$ cat config.mk
export PLATFORM = sky130hd
export DESIGN_NAME = tetp_timer_pin
export DESIGN_NICKNAME = d
export VERILOG_FILES = /design/src/tetp_pkg.sv /design/src/tetp_timer_pin.sv
export SDC_FILE = /design/constraint.sdc
export NUM_CORES = 1
export LEC_CHECK = 0
export BUFFER_PORTS_ARGS = -buffer_cell sky130_fd_sc_hd__buf_4
export CORE_ASPECT_RATIO = 0.7
export CORE_MARGIN = 1.5
export CORE_UTILIZATION = 51
export DETAILED_ROUTE_END_ITERATION = 16
export GPL_ROUTABILITY_DRIVEN = 0
export GPL_TIMING_DRIVEN = 0
export PLACE_DENSITY = 0.82
export SKIP_LAST_GASP = 1
export SYNTH_ARGS = -nofsm -noshare
export SYNTH_HDL_FRONTEND = slang
export SYNTH_SLANG_ARGS = --single-unit
$ cat constraint.sdc
create_clock -name clk_i -period 2.7 [get_ports clk_i]
set_clock_uncertainty 0.2 [all_clocks]
set_input_delay 0.27 -clock clk_i [delete_from_list [all_inputs] [get_ports clk_i]]
set_output_delay 0.27 -clock clk_i [all_outputs]
set_load 0.03 [all_outputs]
$ cat src/tetp_pkg.sv
package tetp_pkg;

  localparam int       ADR_W          = 10;
  localparam int       NCH            = 3;
  localparam int       PRESC_W        = 18;

  // register indices; byte address is four times the index
  localparam logic [7:0] IDX_R1_CFG    = 8'h5F;
  localparam logic [7:0] IDX_LOC_CFG   = 8'h60;
  localparam logic [7:0] IDX_R2_CFG    = 8'h61;
  localparam logic [7:0] IDX_R1_CRIT   = 8'h6A;
  localparam logic [7:0] IDX_LOC_CRIT  = 8'h6B;
  localparam logic [7:0] IDX_R2_CRIT   = 8'h6C;
  localparam logic [7:0] IDX_INT_STS2  = 8'h42;
  localparam logic [7:0] IDX_MASK2     = 8'h75;
  localparam logic [7:0] IDX_CFG_A     = 8'h78;
  localparam logic [7:0] IDX_TIMER     = 8'h79;
  localparam logic [7:0] IDX_TLIM      = 8'h7A;
  localparam logic [7:0] IDX_CFG_B     = 8'h7D;

  localparam int       CFGA_ALERT_EN  = 0;
  localparam int       CFGA_THERMAL_EVENT_PIN_EN  = 1;
  localparam int       CFGA_OVERRIDE  = 2;
  localparam int       CH_OUT_EN      = 3;
  localparam int       F4P_BIT        = 5;

  localparam logic [1:0] FUNC_TACH     = 2'h0;
  localparam logic [1:0] FUNC_THERMAL_EVENT_PIN    = 2'h1;
  localparam logic [1:0] FUNC_ALERT    = 2'h2;
  localparam logic [1:0] FUNC_GPIO     = 2'h3;

  localparam logic [7:0] RST_REG       = 8'h00;
  localparam logic [7:0] TIMER_FULL    = 8'hFF;
  localparam logic [7:0] TIMER_FIRST   = 8'h01;
  localparam logic [7:0] CRIT_FLOOR_64 = 8'h80;
  localparam logic [1:0] FRAC_ZERO     = 2'h0;

  localparam real      CLK_NS         = 100.0;
  localparam real      TICK_MS        = 22.76;
  localparam int       TICK_CYC       = int'(TICK_MS * 1.0e6 / CLK_NS);

  typedef struct packed {
    logic                        ack;
    logic [7:0]                  rdata;
    logic [NCH-1:0][7:0]         ch_cfg;
    logic [NCH-1:0][7:0]         crit;
    logic [7:0]                  mask2;
    logic [7:0]                  cfg_a;
    logic [7:0]                  cfg_b;
    logic [7:0]                  tlim;
    logic [7:0]                  units;
    logic                        seen;
    logic [PRESC_W-1:0]          presc;
    logic                        flag;
    logic [NCH-1:0]              hot;
  } tetp_state_s;

  typedef struct packed {
    logic [NCH-1:0][9:0]         temp;
    logic [NCH-1:0]              valid;
  } tetp_temp_s;

endpackage : tetp_pkg

$ cat src/tetp_timer_pin.sv
// Decided for this implementation: the Wishbone register port.
`timescale 1ns/10ps
module tetp_timer_pin #(
  parameter int NFANS       = 4,
  parameter int TICK_CYCLES = tetp_pkg::TICK_CYC
) (
  input  wire logic                     clk_i,
  input  wire logic                     rst_i,
  input  wire logic                     cyc_i,
  input  wire logic                     stb_i,
  input  wire logic                     we_i,
  input  wire logic [3:0]               sel_i,
  input  wire logic [tetp_pkg::ADR_W-1:0] adr_i,
  input  wire logic [31:0]              dat_i,
  output logic      [31:0]              dat_o,
  output logic                          ack_o,
  input  wire tetp_pkg::tetp_temp_s     temps_i,
  input  wire logic                     offset64_i,
  input  wire logic [NFANS-1:0]         fan_running_i,
  output logic      [NFANS-1:0]         full_speed_override_o,
  input  wire logic                     thermal_event_pin_i,
  output logic                          thermal_event_pin_o,
  output logic                          thermal_event_pin_oe_o,
  output logic                          tach_input_four_o,
  output logic                          alert_pin_o,
  output logic                          alert_pin_oe_o
);
  import tetp_pkg::*;

  tetp_state_s s_q;
  tetp_state_s s_d;

  logic [7:0] idx;
  logic       rd_take;
  logic       wr_take;
  logic       thermal_event_pin_sel;
  logic       asserted;
  logic       exceed;
  logic       alert;
  logic [7:0] wbyte;

  ////////////////////////////////////////////////////////////////////////////
  function automatic logic [7:0] disp(input logic [7:0] u, input logic seen);
    disp = (u == RST_REG && seen) ? TIMER_FIRST : u;
  endfunction : disp

  // two's complement codes are folded so one unsigned compare serves both
  function automatic logic [7:0] ord(input logic [7:0] v, input logic off64);
    ord = off64 ? v : {~v[7], v[6:0]};
  endfunction : ord

  function automatic logic crit_ok(input logic [7:0] lim, input logic off64);
    crit_ok = off64 ? (lim > CRIT_FLOOR_64) : ~lim[7];
  endfunction : crit_ok

  ////////////////////////////////////////////////////////////////////////////
  assign idx       = adr_i[ADR_W-1:2];
  assign rd_take   = cyc_i & stb_i & ~we_i & ~s_q.ack;
  assign wr_take   = cyc_i & stb_i & we_i & s_q.ack & sel_i[0];
  assign wbyte     = dat_i[7:0];
  assign thermal_event_pin_sel = (s_q.cfg_b[1:0] == FUNC_THERMAL_EVENT_PIN);
  assign asserted  = thermal_event_pin_sel & s_q.cfg_a[CFGA_THERMAL_EVENT_PIN_EN]
                   & ~thermal_event_pin_i;
  assign exceed    = disp(s_q.units, s_q.seen) > s_q.tlim;
  assign alert     = s_q.flag & ~s_q.mask2[F4P_BIT];

  always_comb begin
    s_d     = s_q;
    s_d.ack = cyc_i & stb_i & ~s_q.ack;

    if (rd_take) begin
      case (idx)
        IDX_R1_CFG:   s_d.rdata = s_q.ch_cfg[0];
        IDX_LOC_CFG:  s_d.rdata = s_q.ch_cfg[1];
        IDX_R2_CFG:   s_d.rdata = s_q.ch_cfg[2];
        IDX_R1_CRIT:  s_d.rdata = s_q.crit[0];
        IDX_LOC_CRIT: s_d.rdata = s_q.crit[1];
        IDX_R2_CRIT:  s_d.rdata = s_q.crit[2];
        IDX_INT_STS2: s_d.rdata = 8'(s_q.flag) << F4P_BIT;
        IDX_MASK2:    s_d.rdata = s_q.mask2;
        IDX_CFG_A:    s_d.rdata = s_q.cfg_a;
        IDX_TIMER:    s_d.rdata = disp(s_q.units, s_q.seen);
        IDX_TLIM:     s_d.rdata = s_q.tlim;
        IDX_CFG_B:    s_d.rdata = s_q.cfg_b;
        default:      s_d.rdata = RST_REG;
      endcase
    end

    if (wr_take) begin
      case (idx)
        IDX_R1_CFG:   s_d.ch_cfg[0] = wbyte;
        IDX_LOC_CFG:  s_d.ch_cfg[1] = wbyte;
        IDX_R2_CFG:   s_d.ch_cfg[2] = wbyte;
        IDX_R1_CRIT:  s_d.crit[0]   = wbyte;
        IDX_LOC_CRIT: s_d.crit[1]   = wbyte;
        IDX_R2_CRIT:  s_d.crit[2]   = wbyte;
        IDX_MASK2:    s_d.mask2     = wbyte;
        IDX_CFG_A:    s_d.cfg_a     = wbyte;
        IDX_TLIM:     s_d.tlim      = wbyte;
        IDX_CFG_B:    s_d.cfg_b     = wbyte;
        default:      s_d.mask2     = s_q.mask2;
      endcase
    end

    // clear first so an assertion in the read cycle restarts at bit 0
    if (rd_take && idx == IDX_TIMER) begin
      s_d.units = RST_REG;
      s_d.seen  = 1'b0;
      s_d.presc = '0;
    end
    if (asserted) begin
      s_d.seen = 1'b1;
      if (s_d.presc == PRESC_W'(TICK_CYCLES - 1)) begin
        s_d.presc = '0;
        if (s_d.units != TIMER_FULL) begin
          s_d.units = s_d.units + 8'h01;
        end
      end else begin
        s_d.presc = s_d.presc + PRESC_W'(1);
      end
    end

    // flag: read clears only once condition gone; set wins the same cycle
    if (rd_take && idx == IDX_INT_STS2 && !exceed) begin
      s_d.flag = 1'b0;
    end
    if (exceed) begin
      s_d.flag = 1'b1;
    end

    // hot level is set only on a fresh measurement of its own channel; it clears at once when the channel is disabled or its limit is invalid
    for (int c = 0; c < NCH; c++) begin
      if (!(s_q.ch_cfg[c][CH_OUT_EN] && crit_ok(s_q.crit[c], offset64_i)))
        begin
        s_d.hot[c] = 1'b0;
      end else if (temps_i.valid[c]) begin
        s_d.hot[c] = {ord(temps_i.temp[c][9:2], offset64_i),
                      temps_i.temp[c][1:0]} >
                     {ord(s_q.crit[c], offset64_i), FRAC_ZERO};
      end
    end

    if (rst_i) begin
      s_d        = '0;
      s_d.cfg_a  = RST_REG;
      s_d.cfg_b  = RST_REG;
      s_d.tlim   = RST_REG;
      s_d.mask2  = RST_REG;
    end
  end

  always_ff @(posedge clk_i) begin
    s_q <= s_d;
  end

  ////////////////////////////////////////////////////////////////////////////
  assign ack_o  = s_q.ack;
  assign dat_o  = {24'h000000, s_q.rdata};

  // override only lifts fans that are already turning
  assign full_speed_override_o = (s_q.cfg_a[CFGA_OVERRIDE] && asserted) ?
                                 fan_running_i : '0;

  // open drain: output level is always low, enable does the work
  assign thermal_event_pin_o    = 1'b0;
  assign thermal_event_pin_oe_o = (thermal_event_pin_sel & (|s_q.hot))
                                | ((s_q.cfg_b[1:0] == FUNC_ALERT) & alert);
  assign tach_input_four_o      = (s_q.cfg_b[1:0] == FUNC_TACH) ?
                                  thermal_event_pin_i : 1'b1;
  assign alert_pin_o            = 1'b0;
  assign alert_pin_oe_o         = s_q.cfg_a[CFGA_ALERT_EN] & alert;

  ////////////////////////////////////////////////////////////////////////////
  property p_ack_pulse;
    @(posedge clk_i) disable iff (rst_i)
    (cyc_i && stb_i && !ack_o) |=> ack_o ##1 !ack_o;
  endproperty
  a_ack_pulse: assert property (p_ack_pulse)
    else $error("ack not a single cycle pulse");

  property p_read_restart;
    @(posedge clk_i) disable iff (rst_i)
    (rd_take && idx == IDX_TIMER && asserted && s_q.presc != '0)
      |=> (s_q.seen && s_q.units == RST_REG);
  endproperty
  a_read_restart: assert property (p_read_restart)
    else $error("timer read during assertion did not restart");

  property p_pause;
    @(posedge clk_i) disable iff (rst_i)
    (!asserted && !(rd_take && idx == IDX_TIMER)) |=>
      ($stable(s_q.units) && $stable(s_q.presc));
  endproperty
  a_pause: assert property (p_pause)
    else $error("timer moved while input idle");

  property p_full_hold;
    @(posedge clk_i) disable iff (rst_i)
    (s_q.units == TIMER_FULL && !(rd_take && idx == IDX_TIMER))
      |=> s_q.units == TIMER_FULL;
  endproperty
  a_full_hold: assert property (p_full_hold)
    else $error("timer left full scale without read");

  property p_flag_set;
    @(posedge clk_i) disable iff (rst_i)
    exceed |=> s_q.flag;
  endproperty
  a_flag_set: assert property (p_flag_set)
    else $error("flag missed a limit overrun");

  property p_mask;
    @(posedge clk_i) disable iff (rst_i)
    s_q.mask2[F4P_BIT] |-> !alert_pin_oe_o;
  endproperty
  a_mask: assert property (p_mask)
    else $error("masked overrun drove alert");

  property p_sticky;
    @(posedge clk_i) disable iff (rst_i)
    (s_q.flag && !(rd_take && idx == IDX_INT_STS2)) |=> s_q.flag;
  endproperty
  a_sticky: assert property (p_sticky)
    else $error("flag dropped without a status read");

  property p_override;
    @(posedge clk_i) disable iff (rst_i)
    !s_q.cfg_a[CFGA_OVERRIDE] |-> full_speed_override_o == '0;
  endproperty
  a_override: assert property (p_override)
    else $error("fans forced with override off");

  property p_not_thermal_event_pin;
    @(posedge clk_i) disable iff (rst_i)
    (s_q.cfg_b[1:0] == FUNC_TACH || s_q.cfg_b[1:0] == FUNC_GPIO)
      |-> (!thermal_event_pin_oe_o && !asserted);
  endproperty
  a_not_thermal_event_pin: assert property (p_not_thermal_event_pin)
    else $error("shared pin used outside thermal function");

  property p_hot_hold;
    @(posedge clk_i) disable iff (rst_i)
    (s_q.hot[0] && !temps_i.valid[0] && s_q.ch_cfg[0][CH_OUT_EN]
     && $stable(s_q.crit[0]) && $stable(offset64_i)) |=> s_q.hot[0];
  endproperty
  a_hot_hold: assert property (p_hot_hold)
    else $error("pin released between measurements");

  property p_reset_off;
    @(posedge clk_i)
    rst_i |=> (!asserted && s_q.cfg_b == RST_REG);
  endproperty
  a_reset_off: assert property (p_reset_off)
    else $error("monitoring active after reset");

endmodule : tetp_timer_pin
==> reports/summary.txt <==
RR Endpoint -> s_q[26]
Root Buffer -> clkbuf_16
1st-pass router iterations -> 7
Row cnt -> 35
Hold Crit Class -> input pin to flop
Core region area -> 0.01340 sq mm
Dpl ws -> -0.4680 ns
CTS Sinks -> 120
Via-per-instance ratio -> 6.043
Overall Power -> 4386 uW
Final setup viols -> 0
Vias in the first global route -> 6154
Worst path cell trace -> and4bb_4 -> nand4_4 -> and2_4 -> ha_2 -> and2_1 -> and3_4 -> or4_1 -> a21oi_1
Synth Register Bits -> 120
Antenna diode instance count -> 0
CP max-delay cell -> or4_1
Worst setup EP type -> flop
Final nets -> 1077
WL final -> 21760 um
Maximum buffer depth of the clock tree -> 2
Yosys warns -> 0
Primary FF master, synth -> dfxtp_1
Relative slew slack -> 37.44%
DRC violations left -> 0
CTS tree -> built
CTS H-tree depth -> 4
RR Startpoint -> ack_o
Total die area -> 0.01467 sq mm
Worst-path clk slew -> 0.06 ns
Syn avg cell area -> 8.495 sq um
Fmax -> 381.3 MHz
Post-detailed-placement half-perimeter wirelength -> 15430 um
Register area share after synthesis -> 33.78%
Outcome -> complete, no violations
IO buf count -> 65
Layout fillers -> 1155
Largest net degree at the start of global routing -> 17
Lkg Pwr -> 0.003514 uW
WP data required -> 2.85 ns
P&R area growth vs syn -> 21.33%
Starting Density -> 53.06%
DP Cell Count -> 1112
I/O pins -> 132
Final worst setup slack -> 0.07771 ns
Hold_sp -> temps_i[1]
Worst slew pin tran -> 0.9266 ns
Hold Path Sink -> s_q[1]
CP Class -> flop to flop
Mapped Area -> 0.007111 sq mm
Largest stage delay, worst path -> 0.46 ns
Multi-input gate area -> 0.004238 sq mm
Tmin final -> 2.622 ns
Pwr Density -> 508.5 mW/mm^2
Die Span Y -> 101.8 um
Hold WS -> 0.05471 ns
CP arrival -> 2.77 ns
Worst-Skew Late Latency -> 0.42 ns
Most frequent cells in the layout -> dfxtp_1, buf_4, nor2_1
Initial antenna violation count -> 0
EDFF count, synth -> 0
Non-filler cells in the finished layout -> 1151
First-pass GRT wire length -> 33260 um
Detail Route Antenna Nets -> 0
Critical Path Start Type -> flop
Commonest non-fill, non-tap cell in the layout -> dfxtp_1
Via count -> 6956
Pins Over Slew Limit -> 0
Setup TNS -> 0 ns
Final hold vios -> 0
Inserted Clock Buffers -> 17
R2R Setup Slk -> 0.08 ns
Die width -> 144.1 um
VDD IR max -> 0.4534 mV
Period utilization -> 97.12%
GRT Overall Usage -> 30.25%
Proportion of layout cells with a drive suffix above 1 -> 19.15%
Worst hold stages -> 4
Synth Instances -> 837
Post-synth cell types -> 74
WL/cell -> 18.91 um
Depth of the worst register-to-register path -> 8
Critical path peak fanout -> 8
First DRT Iteration DRCs -> 857
Register area -> 0.002404 sq mm
Congestion Overflow GR -> 0
Post-synth ARST share -> 0%
Max cap viols -> 0
kinds of logic (layout without fill, tap and decap cells):
| logic type | Yosys count | after routing | synth area share, % |
|---|---|---|---|
| buffers and inverters | 128 | 232 | 8.798 |
| DFF | 120 | 120 | 33.78 |
| muxes | 83 | 83 | 11.86 |
| AOI/OAI and AO/OA | 144 | 144 | 13.73 |
| adders and majority gates | 34 | 34 | 5.983 |
| and+or+nand+nor | 310 | 310 | 23.70 |
| other | 1 | 26 | 0.05274 |
| xor gates and xnor gates | 17 | 17 | 2.094 |
worst max path at each step:
stage / cells past startpoint / start / endpoint / slack, ns
6_report: 8 / ack_o / s_q[26] / 0.08
5_1_grt: 8 / ack_o / s_q[26] / -0.004
4_1_cts: 8 / ack_o / s_q[26] / 0.03
3_5_place_dp: 11 / adr_i[5] / s_q[26] / -0.47
3_3_place_gp: 11 / adr_i[5] / s_q[26] / -0.40
2_1_floorplan: 11 / adr_i[5] / s_q[26] / 0.02
layout make-up:
class	count	share of cell area (%)
multi-input cells	614	49.12
flip-flops and latches	120	27.86
repair buffers	73	6.468
plain buffers	92	5.700
clock buffers	20	5.294
well taps	185	2.683
inverters	35	1.523
clock inverters	12	1.349
per-stage QoR:
step	instance area (sq um)	util, %
6_report	8627	64.38
3_5_place_dp	7934	59.21
3_3_place_gp	7934	59.21
2_1_floorplan	7214	-
5_1_grt	8627	64.38
4_1_cts	8587	64.08
registers in the layout, summed over array words and instances (netlist names):
signal  cells
s_q       111
ack_o       1
dat_o       8
critical path: cells and delay by family (launching register included):
kind | cells | cell delay, ns
and+or+nand+nor | 6 | 1.64
adders and majority gates | 1 | 0.21
DFF | 1 | 0.33
AOI/OAI and AO/OA | 1 | 0.15
power by group:
group	leakage, uW	internal [uW]	switching (uW)
logic	0.00227	153	252
registers	0.000967	1770	1.93
clock network	0.000277	1320	882
routing by layer:
metal / up-vias / track usage (%) / wire [um]
met3: 65 / 11.02 / 3098
li1: 3189 / - / -
met1: 3251 / 42.98 / 9380
met5: - / 2.303 / 43
met4: 2 / 9.557 / 527
met2: 449 / 42.07 / 8713
synth_stat cells, types with 5 or more instances:
| cell | number | area [sq um] |
|---|---|---|
| dfxtp_1 | 120 | 2402 |
| nor2_1 | 101 | 379.1 |
| mux2i_1 | 73 | 730.7 |
| nand2_1 | 53 | 198.9 |
| a21oi_1 | 42 | 210.2 |
| clkbuf_1 | 42 | 157.7 |
| buf_4 | 35 | 262.8 |
| inv_1 | 35 | 131.4 |
| ha_1 | 34 | 425.4 |
| nand3_1 | 28 | 140.1 |
| nand4_1 | 18 | 112.6 |
| a22oi_1 | 16 | 120.1 |
| buf_2 | 11 | 55.05 |
| nor3_1 | 11 | 55.05 |
| o21ai_0 | 11 | 55.05 |
| and3_1 | 10 | 62.56 |
| mux2_2 | 10 | 112.6 |
| xor2_1 | 10 | 87.58 |
| nor2b_1 | 9 | 56.30 |
| o22ai_1 | 9 | 56.30 |
| a211oi_1 | 8 | 60.06 |
| and2_1 | 8 | 50.05 |
| nor4_1 | 8 | 50.05 |
| o21a_1 | 7 | 52.55 |
| o31ai_1 | 7 | 52.55 |
| or4_1 | 7 | 52.55 |
| xnor2_1 | 7 | 61.31 |
| and4_1 | 6 | 52.55 |
| and4b_1 | 5 | 50.05 |
| buf_1 | 5 | 18.77 |
| nand2b_1 | 5 | 31.28 |
| nand4b_1 | 5 | 43.79 |
| nor4b_1 | 5 | 43.79 |
| o2111ai_1 | 5 | 43.79 |
| o211ai_1 | 5 | 37.54 |
| or3_1 | 5 | 31.28 |
repair_timing:
action,CTS,global route
pin swaps,1,2
hold endpoints to repair,3,0
hold buffers,4,0
resized for setup,5,12
buffers inserted,3,1
setup endpoints to repair,6,13
Power figures use the tool's default switching activity.
